==> config.mk <==
export PLATFORM = sky130hd
export DESIGN_NAME = quad_spi_read_controller
export DESIGN_NICKNAME = d
export VERILOG_FILES = /design/src/include/qspi_pkg.sv /design/src/design/quad_spi_read_controller.sv /design/src/design/qspi_fifo.sv
export SDC_FILE = /design/constraint.sdc
export NUM_CORES = 1
export LEC_CHECK = 0
export BUFFER_PORTS_ARGS = -buffer_cell sky130_fd_sc_hd__buf_2
export CAP_MARGIN = 10
export CORE_ASPECT_RATIO = 1.2
export CORE_MARGIN = 4
export CORE_UTILIZATION = 25
export DETAILED_ROUTE_END_ITERATION = 7
export GPL_TIMING_DRIVEN = 0
export SYNTH_ARGS = -nofsm -noshare
export SYNTH_HDL_FRONTEND = slang
export SYNTH_SLANG_ARGS = --single-unit
==> constraint.sdc <==
create_clock -name sys_clk_i -period 38.6 [get_ports sys_clk_i]
set_input_delay 5.79 -clock sys_clk_i [delete_from_list [all_inputs] [get_ports sys_clk_i]]
set_output_delay 5.79 -clock sys_clk_i [all_outputs]
set_load 0.01 [all_outputs]
==> src/include/qspi_pkg.sv <==
// ----------------------------------------------------------------------
// Shared constants and types for the quad serial read engine
// ----------------------------------------------------------------------
package qspi_pkg;

    // Field widths of the software controls and datapath, and buffer depth
    localparam int DIV_W = 8;
    localparam int LEN_W = 7;
    localparam int CNT_W = 12;
    localparam int DLY_W = 2;
    localparam int WORD_W = 128;
    localparam int BIT_W = 8;
    localparam int PH_W = 9;
    localparam int FIFO_DEPTH = 8;

    // Read width encodings
    localparam logic [1:0] WIDTH_SINGLE = 2'h0;
    localparam logic [1:0] WIDTH_DUAL = 2'h1;
    localparam logic [1:0] WIDTH_QUAD = 2'h2;

    // Reset values of internal counters
    localparam logic [PH_W-1:0] PH_RST = 9'h000;
    localparam logic [BIT_W-1:0] BIT_RST = 8'h00;
    localparam logic [CNT_W-1:0] WCNT_RST = 12'h000;
    localparam logic [DLY_W-1:0] LEAD_RST = 2'h0;

    // Divide setting zero still needs two module clocks per period
    localparam logic [PH_W-1:0] MIN_PERIOD = 9'h002;

    // Frame sequencer states, one-hot
    typedef enum logic [4:0]
    {
        ST_IDLE = 5'h01,
        ST_LEAD = 5'h02,
        ST_SHIFT = 5'h04,
        ST_PUSH = 5'h08,
        ST_END = 5'h10
    } seq_state_e;

    // Per-frame configuration, latched at start
    typedef struct packed
    {
        logic [1:0] width;
        logic [LEN_W-1:0] word_len_m1;
        logic [CNT_W-1:0] word_cnt_m1;
        logic [DLY_W-1:0] cs_delay;
        logic [DIV_W-1:0] div;
        logic word_irq_en;
        logic frame_irq_en;
    } frame_cfg_s;

    localparam int CFG_W = $bits(frame_cfg_s);

endpackage

==> src/design/quad_spi_read_controller.sv <==
`timescale 1ns/10ps
// Function
// - Controller only, drives clock and select
// - Reads one, two or four lines
// - Words delivered to software, no bit handling
// - Word length one to 128 bits
// - One to 4096 words per select frame
// - Optional word or frame completion event
// - Zero to three clocks before data
// - Zero or odd divide gives half duty
// - Even divide gives D/2 over D+1
// - Clock mode 0, idle low
// - Sample read data on falling edge
module quad_spi_read_controller
#(
    parameter int FIFO_WORDS = qspi_pkg::FIFO_DEPTH
)
(
    input wire logic sys_clk_i,
    input wire logic rst_b_i,
    input wire logic start_i,
    input wire logic [1:0] read_width_i,
    input wire logic [qspi_pkg::LEN_W-1:0] word_len_m1_i,
    input wire logic [qspi_pkg::CNT_W-1:0] word_cnt_m1_i,
    input wire logic [qspi_pkg::DLY_W-1:0] cs_delay_i,
    input wire logic [qspi_pkg::DIV_W-1:0] serial_clock_divide_factor_i,
    input wire logic word_irq_en_i,
    input wire logic frame_irq_en_i,
    output logic busy_o,
    output logic word_irq_o,
    output logic frame_irq_o,
    output logic rd_valid_o,
    input wire logic rd_ready_i,
    output logic [qspi_pkg::WORD_W-1:0] rd_data_o,
    output logic sclk_o,
    output logic cs_b_o,
    input wire logic [3:0] dq_i,
    output logic [3:0] dq_o,
    output logic [3:0] dq_oe_o
);
    // ------------------------------------------------------------------
    // State
    // ------------------------------------------------------------------
    qspi_pkg::seq_state_e state;
    qspi_pkg::seq_state_e next_state;
    qspi_pkg::frame_cfg_s cfg;
    logic [qspi_pkg::PH_W-1:0] ph;
    logic [qspi_pkg::BIT_W-1:0] bit_cnt;
    logic [qspi_pkg::CNT_W-1:0] word_cnt;
    logic [qspi_pkg::DLY_W-1:0] lead_cnt;
    logic [qspi_pkg::WORD_W-1:0] shreg;
    logic sclk;
    logic cs_b;
    logic word_irq;
    logic frame_irq;
    logic push_ready;

    // ------------------------------------------------------------------
    // Divider decode
    // ------------------------------------------------------------------
    // Period is D+1 module clocks, two for D=0; low phase takes the odd extra cycle
    wire [qspi_pkg::PH_W-1:0] div_p1 = {1'b0, cfg.div} + 9'h001;
    wire [qspi_pkg::PH_W-1:0] period =
        (cfg.div == '0) ? qspi_pkg::MIN_PERIOD : div_p1;
    // nonzero even divide, low phase one longer
    wire [qspi_pkg::PH_W-1:0] high_len = period >> 1;
    wire [qspi_pkg::PH_W-1:0] low_len = period - high_len;
    wire ph_wrap = (ph == period - 9'h001);
    wire [qspi_pkg::PH_W-1:0] ph_nxt = ph_wrap ? '0 : ph + 9'h001;

    // ------------------------------------------------------------------
    // Lane and word decode
    // ------------------------------------------------------------------
    wire is_idle = (state == qspi_pkg::ST_IDLE);
    wire is_lead = (state == qspi_pkg::ST_LEAD);
    wire is_shift = (state == qspi_pkg::ST_SHIFT);
    wire is_push = (state == qspi_pkg::ST_PUSH);
    wire start_ok = is_idle && start_i;
    wire single = (cfg.width == qspi_pkg::WIDTH_SINGLE);
    wire dual = (cfg.width == qspi_pkg::WIDTH_DUAL);
    wire [qspi_pkg::BIT_W-1:0] step = single ? 8'h01 : (dual ? 8'h02 : 8'h04);
    wire [qspi_pkg::BIT_W-1:0] word_bits = {1'b0, cfg.word_len_m1} + 8'h01;
    // Falling sclk edge: the only point where read data are taken
    wire sample_now = is_shift && ph_wrap;
    wire word_end = sample_now && (bit_cnt + step >= word_bits);
    wire last_word = (word_cnt == cfg.word_cnt_m1);
    wire push_done = is_push && push_ready;
    wire [3:0] lanes = single ? {3'h0, dq_i[1]}
                     : (dual ? {2'h0, dq_i[1:0]} : dq_i);
    wire [qspi_pkg::WORD_W-1:0] shifted = single ? {shreg[126:0], lanes[0]}
        : (dual ? {shreg[125:0], lanes[1:0]} : {shreg[123:0], lanes});

    // ------------------------------------------------------------------
    // Next-state decode
    // ------------------------------------------------------------------
    always_comb
    begin
        next_state = state;
        case (state)
            qspi_pkg::ST_IDLE:
                if (start_i)
                    next_state = (cs_delay_i == '0) ? qspi_pkg::ST_SHIFT
                                                    : qspi_pkg::ST_LEAD;
            qspi_pkg::ST_LEAD:
                if (ph_wrap && lead_cnt == cfg.cs_delay - 2'h1)
                    next_state = qspi_pkg::ST_SHIFT;
            qspi_pkg::ST_SHIFT:
                if (word_end)
                    next_state = qspi_pkg::ST_PUSH;
            qspi_pkg::ST_PUSH:
                if (push_ready)
                    next_state = last_word ? qspi_pkg::ST_END
                                           : qspi_pkg::ST_SHIFT;
            qspi_pkg::ST_END:
                next_state = qspi_pkg::ST_IDLE;
            default:
                next_state = qspi_pkg::ST_IDLE;
        endcase
    end

    // ------------------------------------------------------------------
    // Sequencer and link flops
    // ------------------------------------------------------------------
    // own clock and select
    always_ff @(posedge sys_clk_i)
    begin
        if (!rst_b_i)
        begin
            state <= qspi_pkg::ST_IDLE;
            cs_b <= 1'b1;
            sclk <= 1'b0;
        end
        else
        begin
            state <= next_state;
            cs_b <= (next_state == qspi_pkg::ST_IDLE) ||
                    (next_state == qspi_pkg::ST_END);
            sclk <= is_shift && !word_end && (ph_nxt >= low_len);
        end
    end

    // Config latch; changes mid-frame have no effect
    always_ff @(posedge sys_clk_i)
    begin
        if (!rst_b_i)
            cfg <= '0;
        else if (start_ok)
            // length and count taken per frame
            cfg <= '{read_width_i, word_len_m1_i, word_cnt_m1_i, cs_delay_i,
                     serial_clock_divide_factor_i, word_irq_en_i,
                     frame_irq_en_i};
    end

    always_ff @(posedge sys_clk_i)
    begin
        if (!rst_b_i || is_idle || is_push)
            ph <= qspi_pkg::PH_RST;
        else
            ph <= ph_nxt;
    end

    // lead-in periods with clock held low
    always_ff @(posedge sys_clk_i)
    begin
        if (!rst_b_i || !is_lead)
            lead_cnt <= qspi_pkg::LEAD_RST;
        else if (ph_wrap)
            lead_cnt <= lead_cnt + 2'h1;
    end

    always_ff @(posedge sys_clk_i)
    begin
        if (!rst_b_i)
        begin
            shreg <= '0;
            bit_cnt <= qspi_pkg::BIT_RST;
        end
        else if (sample_now)
        begin
            // one, two or four bits per edge
            shreg <= shifted;
            bit_cnt <= word_end ? qspi_pkg::BIT_RST : bit_cnt + step;
        end
        else if (push_done)
            shreg <= '0;
    end

    // words counted within one select frame
    always_ff @(posedge sys_clk_i)
    begin
        if (!rst_b_i || is_idle)
            word_cnt <= qspi_pkg::WCNT_RST;
        else if (push_done)
            word_cnt <= word_cnt + 12'h001;
    end

    // completion events gated by enables; reset folded in
    always_ff @(posedge sys_clk_i)
    begin
        word_irq <= rst_b_i && push_done && cfg.word_irq_en;
        frame_irq <= rst_b_i && push_done && last_word && cfg.frame_irq_en;
    end

    // ------------------------------------------------------------------
    // Word buffer; a full buffer parks the link with clock low
    // ------------------------------------------------------------------
    // words handed over as whole entries
    qspi_fifo
    #(
        .WIDTH(qspi_pkg::WORD_W),
        .DEPTH(FIFO_WORDS)
    )
    u_fifo
    (
        .sys_clk_i(sys_clk_i),
        .rst_b_i(rst_b_i),
        .in_valid_i(is_push),
        .in_ready_o(push_ready),
        .in_data_i(shreg),
        .out_valid_o(rd_valid_o),
        .out_ready_i(rd_ready_i),
        .out_data_o(rd_data_o)
    );

    // Outputs
    assign busy_o = !is_idle;
    assign word_irq_o = word_irq;
    assign frame_irq_o = frame_irq;
    assign sclk_o = sclk;
    assign cs_b_o = cs_b;
    // only lane 0 driven, single width, low
    assign dq_o = 4'h0;
    assign dq_oe_o = {3'h0, single && (is_shift || is_push)};

    // ------------------------------------------------------------------
    // Checks
    // ------------------------------------------------------------------
    logic [qspi_pkg::PH_W-1:0] hi_cnt;

    always_ff @(posedge sys_clk_i)
    begin
        if (!rst_b_i || !sclk)
            hi_cnt <= qspi_pkg::PH_RST;
        else
            hi_cnt <= hi_cnt + 9'h001;
    end

    AST_IDLE_QUIET: assert property (
        @(posedge sys_clk_i) disable iff (!rst_b_i)
        is_idle |-> cs_b_o && !sclk_o)
        else $error("Link not quiet in idle");
    AST_CLK_IDLE_LOW: assert property (
        @(posedge sys_clk_i) disable iff (!rst_b_i)
        cs_b_o |-> !sclk_o)
        else $error("Clock high without select");
    AST_START_SELECT: assert property (
        @(posedge sys_clk_i) disable iff (!rst_b_i)
        start_ok |=> !cs_b_o && busy_o)
        else $error("Select not asserted after start");
    AST_LEAD_SILENT: assert property (
        @(posedge sys_clk_i) disable iff (!rst_b_i)
        is_lead |-> !sclk_o && dq_oe_o == 4'h0 && !cs_b_o)
        else $error("Activity during lead-in");
    AST_WIDE_NO_DRIVE: assert property (
        @(posedge sys_clk_i) disable iff (!rst_b_i)
        !single |-> dq_oe_o == 4'h0)
        else $error("Data line driven in wide read");
    AST_SAMPLE_FALL: assert property (
        @(posedge sys_clk_i) disable iff (!rst_b_i)
        sample_now |-> sclk_o ##1 !sclk_o)
        else $error("Sample not on falling edge");
    AST_HIGH_PHASE: assert property (
        @(posedge sys_clk_i) disable iff (!rst_b_i)
        $fell(sclk_o) && is_shift |-> $past(hi_cnt) + 9'h001 == high_len)
        else $error("Clock high phase wrong");
    AST_FRAME_END: assert property (
        @(posedge sys_clk_i) disable iff (!rst_b_i)
        push_done && last_word |=> cs_b_o ##1 is_idle)
        else $error("Frame not closed after last word");
    AST_WORD_EVENT: assert property (
        @(posedge sys_clk_i) disable iff (!rst_b_i)
        push_done |=> word_irq_o == cfg.word_irq_en)
        else $error("Word event mismatch");
    AST_PUSH_HOLD: assert property (
        @(posedge sys_clk_i) disable iff (!rst_b_i)
        is_push && !push_ready |=> is_push && $stable(shreg) && !sclk_o)
        else $error("Word lost while buffer full");

endmodule

==> src/design/qspi_fifo.sv <==
`timescale 1ns/10ps
// ----------------------------------------------------------------------
// Word FIFO with registered read data
// ----------------------------------------------------------------------
module qspi_fifo
#(
    parameter int WIDTH = 128,
    parameter int DEPTH = 8
)
(
    input wire logic sys_clk_i,
    input wire logic rst_b_i,
    input wire logic in_valid_i,
    output logic in_ready_o,
    input wire logic [WIDTH-1:0] in_data_i,
    output logic out_valid_o,
    input wire logic out_ready_i,
    output logic [WIDTH-1:0] out_data_o
);
    localparam int AW = $clog2(DEPTH);

    logic [WIDTH-1:0] mem [DEPTH];
    logic [AW-1:0] wp;
    logic [AW-1:0] rp;
    logic [AW:0] cnt;
    logic out_valid;
    logic [WIDTH-1:0] out_data;

    // Handshake terms
    wire wr_en = in_valid_i && in_ready_o;
    wire rd_en = (cnt != '0) && (!out_valid || out_ready_i);

    assign in_ready_o = (cnt != (AW+1)'(DEPTH));
    assign out_valid_o = out_valid;
    assign out_data_o = out_data;

    // Storage array, no reset needed
    always_ff @(posedge sys_clk_i)
    begin
        if (wr_en)
        begin
            mem[wp] <= in_data_i;
        end
    end

    // Pointers and count
    always_ff @(posedge sys_clk_i)
    begin
        if (!rst_b_i)
        begin
            wp <= '0;
            rp <= '0;
            cnt <= '0;
        end
        else
        begin
            wp <= wr_en ? wp + 1'b1 : wp;
            rp <= rd_en ? rp + 1'b1 : rp;
            cnt <= cnt + (AW+1)'(wr_en) - (AW+1)'(rd_en);
        end
    end

    // Output register, head of the queue
    always_ff @(posedge sys_clk_i)
    begin
        if (!rst_b_i)
        begin
            out_valid <= 1'b0;
            out_data <= '0;
        end
        else if (rd_en)
        begin
            out_valid <= 1'b1;
            out_data <= mem[rp];
        end
        else if (out_ready_i)
        begin
            out_valid <= 1'b0;
        end
    end

endmodule

After elaboration in Yosys (flattened, before gate mapping)
Memories as Yosys holds them, arrays and structs flattened. A register that Yosys moved wholly into a read port is not among the register bits.
Index checks and enable logic that the tools add are counted.
{"block": "word_totals", "reg_bits": 212, "latch_bits": 0, "mem_bits_rw": 1024, "romBits": 0, "in_bits": 41, "output_inout_bits": 142, "n_memories": 1}
{"block": "op_classes", "add_sub_neg": 13, "n_mul": 0, "div_mod_pow": 0, "magnitude_cmp": 2, "n_eq_ne": 11, "shift": 0, "n_mux": 22, "n_bitwise": 0, "n_reduce_logical": 31}
{"name": "u_fifo.mem", "words": 8, "word_bits": 128, "rd": 1, "rd_clocked_by_memory_dff": 1, "write_ports": 1, "line_no": "qspi_fifo.sv:22", "rtl": "logic [WIDTH-1:0] mem [DEPTH];"}
{"cell": "128-bit two-way mux", "n": 4}
{"cell": "5-bit two-way mux", "n": 5}
{"cell": "5-bit case mux with 4 select lines", "n": 1}
{"cell": "9-bit two-way mux", "n": 2}
{"cell": "1-bit logical AND", "n": 13}
{"cell": "12-bit by 1-bit adder with 12-bit output (second input constant)", "n": 1}
{"cell": "12-bit == test", "n": 1}
{"cell": "5-bit by 1-bit == test with 1-bit output (second input constant)", "n": 2}
{"cell": "8-bit by 1-bit adder with 9-bit output (second input constant)", "n": 1}
{"cell": "9-bit by 1-bit adder with 9-bit output (second input constant)", "n": 1}
{"cell": "9-bit == test", "n": 1}
{"cell": "9-bit >= comparator", "n": 1}
{"cell": "3-bit two-way mux", "n": 3}
{"cell": "9-bit by 1-bit subtractor with 9-bit output (second input constant)", "n": 1}
{"cell": "9-bit by 8-bit subtractor with 9-bit output", "n": 1}
{"cell": "7-bit by 1-bit adder with 8-bit output (second input constant)", "n": 1}
{"cell": "8-bit by 3-bit adder with 8-bit output", "n": 1}
{"cell": "8-bit >= comparator", "n": 1}
{"cell": "8-bit logical NOT", "n": 1}
{"cell": "4-bit two-way mux", "n": 2}
{"cell": "8-bit two-way mux", "n": 1}
{"cell": "3-bit by 1-bit adder with 3-bit output (second input constant)", "n": 2}
{"cell": "1-bit logical NOT", "n": 6}
{"cell": "1-bit logical OR", "n": 6}
{"cell": "other kinds (15)", "n": 20}

Longest topological paths before layout
{"block": "logic_depth", "word_depth": 10, "depth_mapped": 23, "depth_no_buf": 22}

Modules after synthesis
From an unflattened synthesis, not the netlist that was laid out.
{"block": "hier_totals", "hier_cells": 3838, "area_unflattened_um2": 55365.6}
{"module": "qspi_fifo", "instances": 1, "cells_each": 2263, "area_per_inst_um2": 42937.4, "seq_area_each_um2": 33532.2}
{"module": "quad_spi_read_controller", "instances": 1, "cells_each": 1575, "area_per_inst_um2": 12428.2, "seq_area_each_um2": 4023.9}

Least setup slack after synthesis
Ideal clock, no wire load.
{"block": "synth_path", "path_kind": "flip-flop to flip-flop", "from": "register state[1]", "to": "memory u_fifo.mem[2][0] (enable)", "setup_time_ns": 0.973, "arrival_ns": 14.008, "setup_slack_ns": 23.619, "stages_incl_launch_ff": 6, "n_path_buf": 1, "period_less_slack_ns": 14.981, "path_cell_list": "dfxtp_1 > nor2_1 > nand3_1 > nand2b_1 > clkbuf_1 > nor4b_1"}
{"block": "synth_between", "elab_chain_cells": 4}
{"item": "from (decl)", "line_no": "quad_spi_read_controller.sv:44", "rtl": "qspi_pkg::seq_state_e state;"}
{"item": "from (signal assigned)", "line_no": "quad_spi_read_controller.sv:129", "rtl": "state <= qspi_pkg::ST_IDLE;"}
{"item": "from (signal assigned)", "line_no": "quad_spi_read_controller.sv:135", "rtl": "state <= next_state;"}
{"item": "5-bit by 4-bit == test with 1-bit output", "line_no": "quad_spi_read_controller.sv:77", "rtl": "wire is_push = (state == qspi_pkg::ST_PUSH);"}
{"item": "1-bit logical AND", "line_no": "qspi_fifo.sv:30", "rtl": "wire wr_en = in_valid_i && in_ready_o;"}
{"item": "1-bit two-way mux", "line_no": "qspi_fifo.sv:40", "rtl": "if (wr_en)"}
{"item": "1-bit two-way mux (implied by the code)", "line_no": "qspi_fifo.sv:42", "rtl": "mem[wp] <= in_data_i;"}
{"item": "to (decl)", "line_no": "qspi_fifo.sv:22"}
Every way passes these cells.

Worst setup path in the final report
{"block": "layout_path", "from": "register cfg[32] (netlist bit)", "to": "output port dq_oe_o[0]"}
{"block": "layout_between", "elab_chain_cells": 2}
{"item": "from (decl)", "line_no": "quad_spi_read_controller.sv:46", "rtl": "qspi_pkg::frame_cfg_s cfg;"}
{"item": "from (signal assigned)", "line_no": "quad_spi_read_controller.sv:149", "rtl": "cfg <= '{read_width_i, word_len_m1_i, word_cnt_m1_i, cs_delay_i,"}
{"item": "2-bit logical NOT", "line_no": "quad_spi_read_controller.sv:79", "rtl": "wire single = (cfg.width == qspi_pkg::WIDTH_SINGLE);"}
{"item": "1-bit logical AND", "line_no": "quad_spi_read_controller.sv:233", "rtl": "assign dq_oe_o = {3'h0, single && (is_shift || is_push)};"}
{"item": "to (decl)", "line_no": "quad_spi_read_controller.sv:39", "rtl": "output logic [3:0] dq_oe_o"}
Every way passes these cells.

==> flow_summary.yaml <==
die:
  die_h_um: 523.0
  start_util_pct: 25.21
  die_area_um2: 228700
  rows: 188
  die_w_um: 437.2
  fp.coreArea_um2: 219200
  io_pins: 183
power:
  power_frac_clock_pct: 35.9
  combPwrFrac_pct: 21.8
  swShare_pct: 29.32
  powerDensity_nw_per_um2: 59.09
  ir_worst_vdd_uv: 47.09
  p_leak_nw: 22.49
  p_switching_w: 0.001149
  total_power_w: 0.003920
  seqPwrFrac_pct: 42.4
  p_int_w: 0.002770
timing:
  setup-violations-final: 0
  skew_ns: 0.04422
  tns_ns: 0
  rsz0062_at_grt: "no"
  worst_pin_slew_ns: 1.310
  hold_viol_final: 0
  period_needed_ns: 9.176
  slew-limit-headroom_pct: 12.70
  drv_slew: 0
  fin_ws_ns: 29.42
  max_freq_mhz: 109.0
  period_share_pct: 23.77
synth:
  yosys_warnings: 0
  synth.avg_cell_area_um2: 15.52
  ys_seq_area_share_pct: 67.96
  syn_inst: 3560
  yosys.cell_types.count: 67
  synthArstFlopShare_pct: 0
  ys_ff_latch: 1364
  synth_edf_count: 1024
  syn_area_um2: 55260
  ys.flop_type: "edfxtp_1"
drt:
  wl_per_cell_um: 20.05
  vias_per_cell: 4.433
  drt_wl_total_mm: 142.3
  ant_nets: 0
  drc: 0
  dr.pass1.iters: 6
  dr_total_vias: 31460
  drt-initial-drc-count: 2274
run:
  cap_violations: 0
cts:
  htreeDepth: 4
  cts_tree: "done"
  path_clk_slew_ns: 0.06
  post_cts_buffers: 0
  clock_path_buffers: 3
  cts-root-buf: "clkbuf_16"
  clock_latency_ns: 0.80
  cts_num_sinks: 1364
  cts_hold_buf: 0
  ctsResizeCount: 0
  cts_buffers: 140
grt:
  track_usage_pct: 12.19
  globalRouteOverflowTotal: 0
  antenna_found_initial: 4
  grt_pass1_wl_mm: 210.0
  grt_pass1_vias: 32150
  grt_max_degree: 23
final_layout:
  syn_to_final_growth_pct: 20.05
  mostFrequentLayoutCell: "edfxtp_1"
  fill_cells: 21730
  final_cell_mix: "edfxtp_1 (1024), nand2_1 (486), mux2i_1 (384)"
  fin_nets: 4125
  final_layout_size_suffix_gt1_share_pct: 20.40
placed_design:
  routabilityCongestion: 0.7698
  port-buffer-count: 175
  hpwl_mm: 100.8
  dp_slack_ns: 29.67
worst_setup_path:
  critPathRequiredTime_ns: 32.81
  critPathArrivalTime_ns: 3.39
  end_kind: "output pin"
  cp_max_fo: 10
  worstSetupPathType: "register to output pin"
  startpoint_type: "register"
hold_path:
  hold_class: "register to register"
status:
  status: "completed"
critical path, cell delays in order, from the launching register on:
cell and delay [ns]:
dfxtp_1 0.58, clkbuf_1 1.01, nor2_1 0.49, a21boi_0 0.30
buf_2 0.20
metal layers:
layer	GRT usage, %	part of all wire, %	vias to the layer above
met1	14.73	40	16040
li1	-	-	14480
met2	21.26	50	743
met5	0	0	-
met4	4.253	3.2	0
met3	2.882	5.9	194
power by group through the flow:
stage	combinational [W]	sequential [W]	clock, W
floorplan	0.000492	0.00172	0
global placement	0.000863	0.00169	0
detailed placement	0.000883	0.00169	0
CTS	0.000884	0.00166	0.00144
global route	0.000935	0.00167	0.00150
finish	0.000854	0.00166	0.00141
cell families after synthesis:
| logic type | count (synthesis) | share of synthesized area [%] |
|---|---|---|
| flip-flops | 1364 | 67.96 |
| AND/OR/NAND/NOR | 778 | 5.792 |
| multiplexers | 642 | 17.43 |
| AO/OA/AOI/OAI | 372 | 4.223 |
| buffers and inverters | 280 | 2.160 |
| XOR/XNOR | 70 | 1.184 |
| adder cells (fa/ha/maj) | 53 | 1.241 |
| other | 1 | 0.006786 |
synthesized netlist by cell type, types with 3 or more instances:
| library cell | number | share of area [%] |
|---|---|---|
| dfxtp_1 | 340 | 12 |
| nor2_1 | 179 | 1.2 |
| nor3_1 | 20 | 0.18 |
| inv_1 | 40 | 0.27 |
| mux4_2 | 256 | 10 |
| nor3b_1 | 5 | 0.068 |
| clkbuf_1 | 166 | 1.1 |
| xnor3_1 | 3 | 0.12 |
| mux2i_1 | 384 | 7.0 |
| a211oi_1 | 131 | 1.8 |
| o21bai_1 | 4 | 0.054 |
| xor2_1 | 20 | 0.32 |
| and3_1 | 7 | 0.079 |
| buf_1 | 43 | 0.29 |
| nand3_1 | 23 | 0.21 |
| nand4_1 | 15 | 0.17 |
| nand2_1 | 486 | 3.3 |
| o21a_1 | 3 | 0.041 |
| edfxtp_1 | 1024 | 56 |
| fa_1 | 3 | 0.11 |
| buf_4 | 8 | 0.11 |
| nand2b_1 | 6 | 0.068 |
| buf_6 | 14 | 0.29 |
| or2_2 | 3 | 0.034 |
| or3_1 | 7 | 0.079 |
| nor4b_1 | 3 | 0.048 |
| ha_1 | 50 | 1.1 |
| o21ai_0 | 142 | 1.3 |
| nor2b_1 | 6 | 0.068 |
| buf_2 | 6 | 0.054 |
| xnor2_1 | 47 | 0.74 |
| a21oi_1 | 58 | 0.53 |
| a21o_1 | 6 | 0.082 |
| o31ai_1 | 3 | 0.041 |
| and2_1 | 7 | 0.079 |
per-stage QoR:
step / area (um^2) / hold WS, ns / std cells / util (%)
final: 66340 / 0.4499 / 7097 / 30.26
after global routing: 66340 / 0.4834 / 7097 / 30.26
after CTS: 66330 / 0.4518 / 7096 / 30.26
after detailed placement: 61470 / 0.4446 / 6834 / 28.04
after global placement: 59840 / 0.4430 / 6686 / 27.30
after floorplan: 55280 / 0.4296 / 3566 / -
sequential cells by signal, summed over array words and instances, names as in the netlist:
| name | flops |
|---|---|
| bit_cnt | 8 |
| word_irq_o | 1 |
| u_fifo.rp | 3 |
| cfg | 33 |
| sclk_o | 1 |
| ph | 9 |
| state | 5 |
| lead_cnt | 2 |
| cs_b_o | 1 |
| frame_irq_o | 1 |
| u_fifo.out_valid_o | 1 |
| shreg | 128 |
| u_fifo.mem | 1024 |
| u_fifo.out_data_o | 128 |
| word_cnt | 12 |
| u_fifo.cnt | 4 |
| u_fifo.wp | 3 |
layout make-up:
type | instances | area, um^2 | share of cell area (%)
flip-flops and latches | 1364 | 37560 | 56.61
multi-input cells | 1922 | 16580 | 24.99
clock buffers | 192 | 3931 | 5.926
well taps | 2945 | 3685 | 5.555
repair buffers | 323 | 2454 | 3.699
plain buffers | 237 | 1036 | 1.562
clock inverters | 70 | 930.9 | 1.403
inverters | 43 | 161.4 | 0.2433
diodes | 1 | 2.502 | 0.003772
path summary, 6_finish.rpt:
path	start	to	slack (ns)	cells after the start
worst min-delay path	cfg[0]$_SDFFE_PN0P_	cfg[0]$_SDFFE_PN0P_	0.45	2
worst max register to register	cfg[32]$_SDFFE_PN0P_	sclk_o$_SDFF_PN0_	32.65	17
worst max-delay path	cfg[32]$_SDFFE_PN0P_	dq_oe_o[0]	29.42	4
worst min register to register	cfg[0]$_SDFFE_PN0P_	cfg[0]$_SDFFE_PN0P_	0.45	2
No activity file was read; power rests on OpenSTA's default activity.
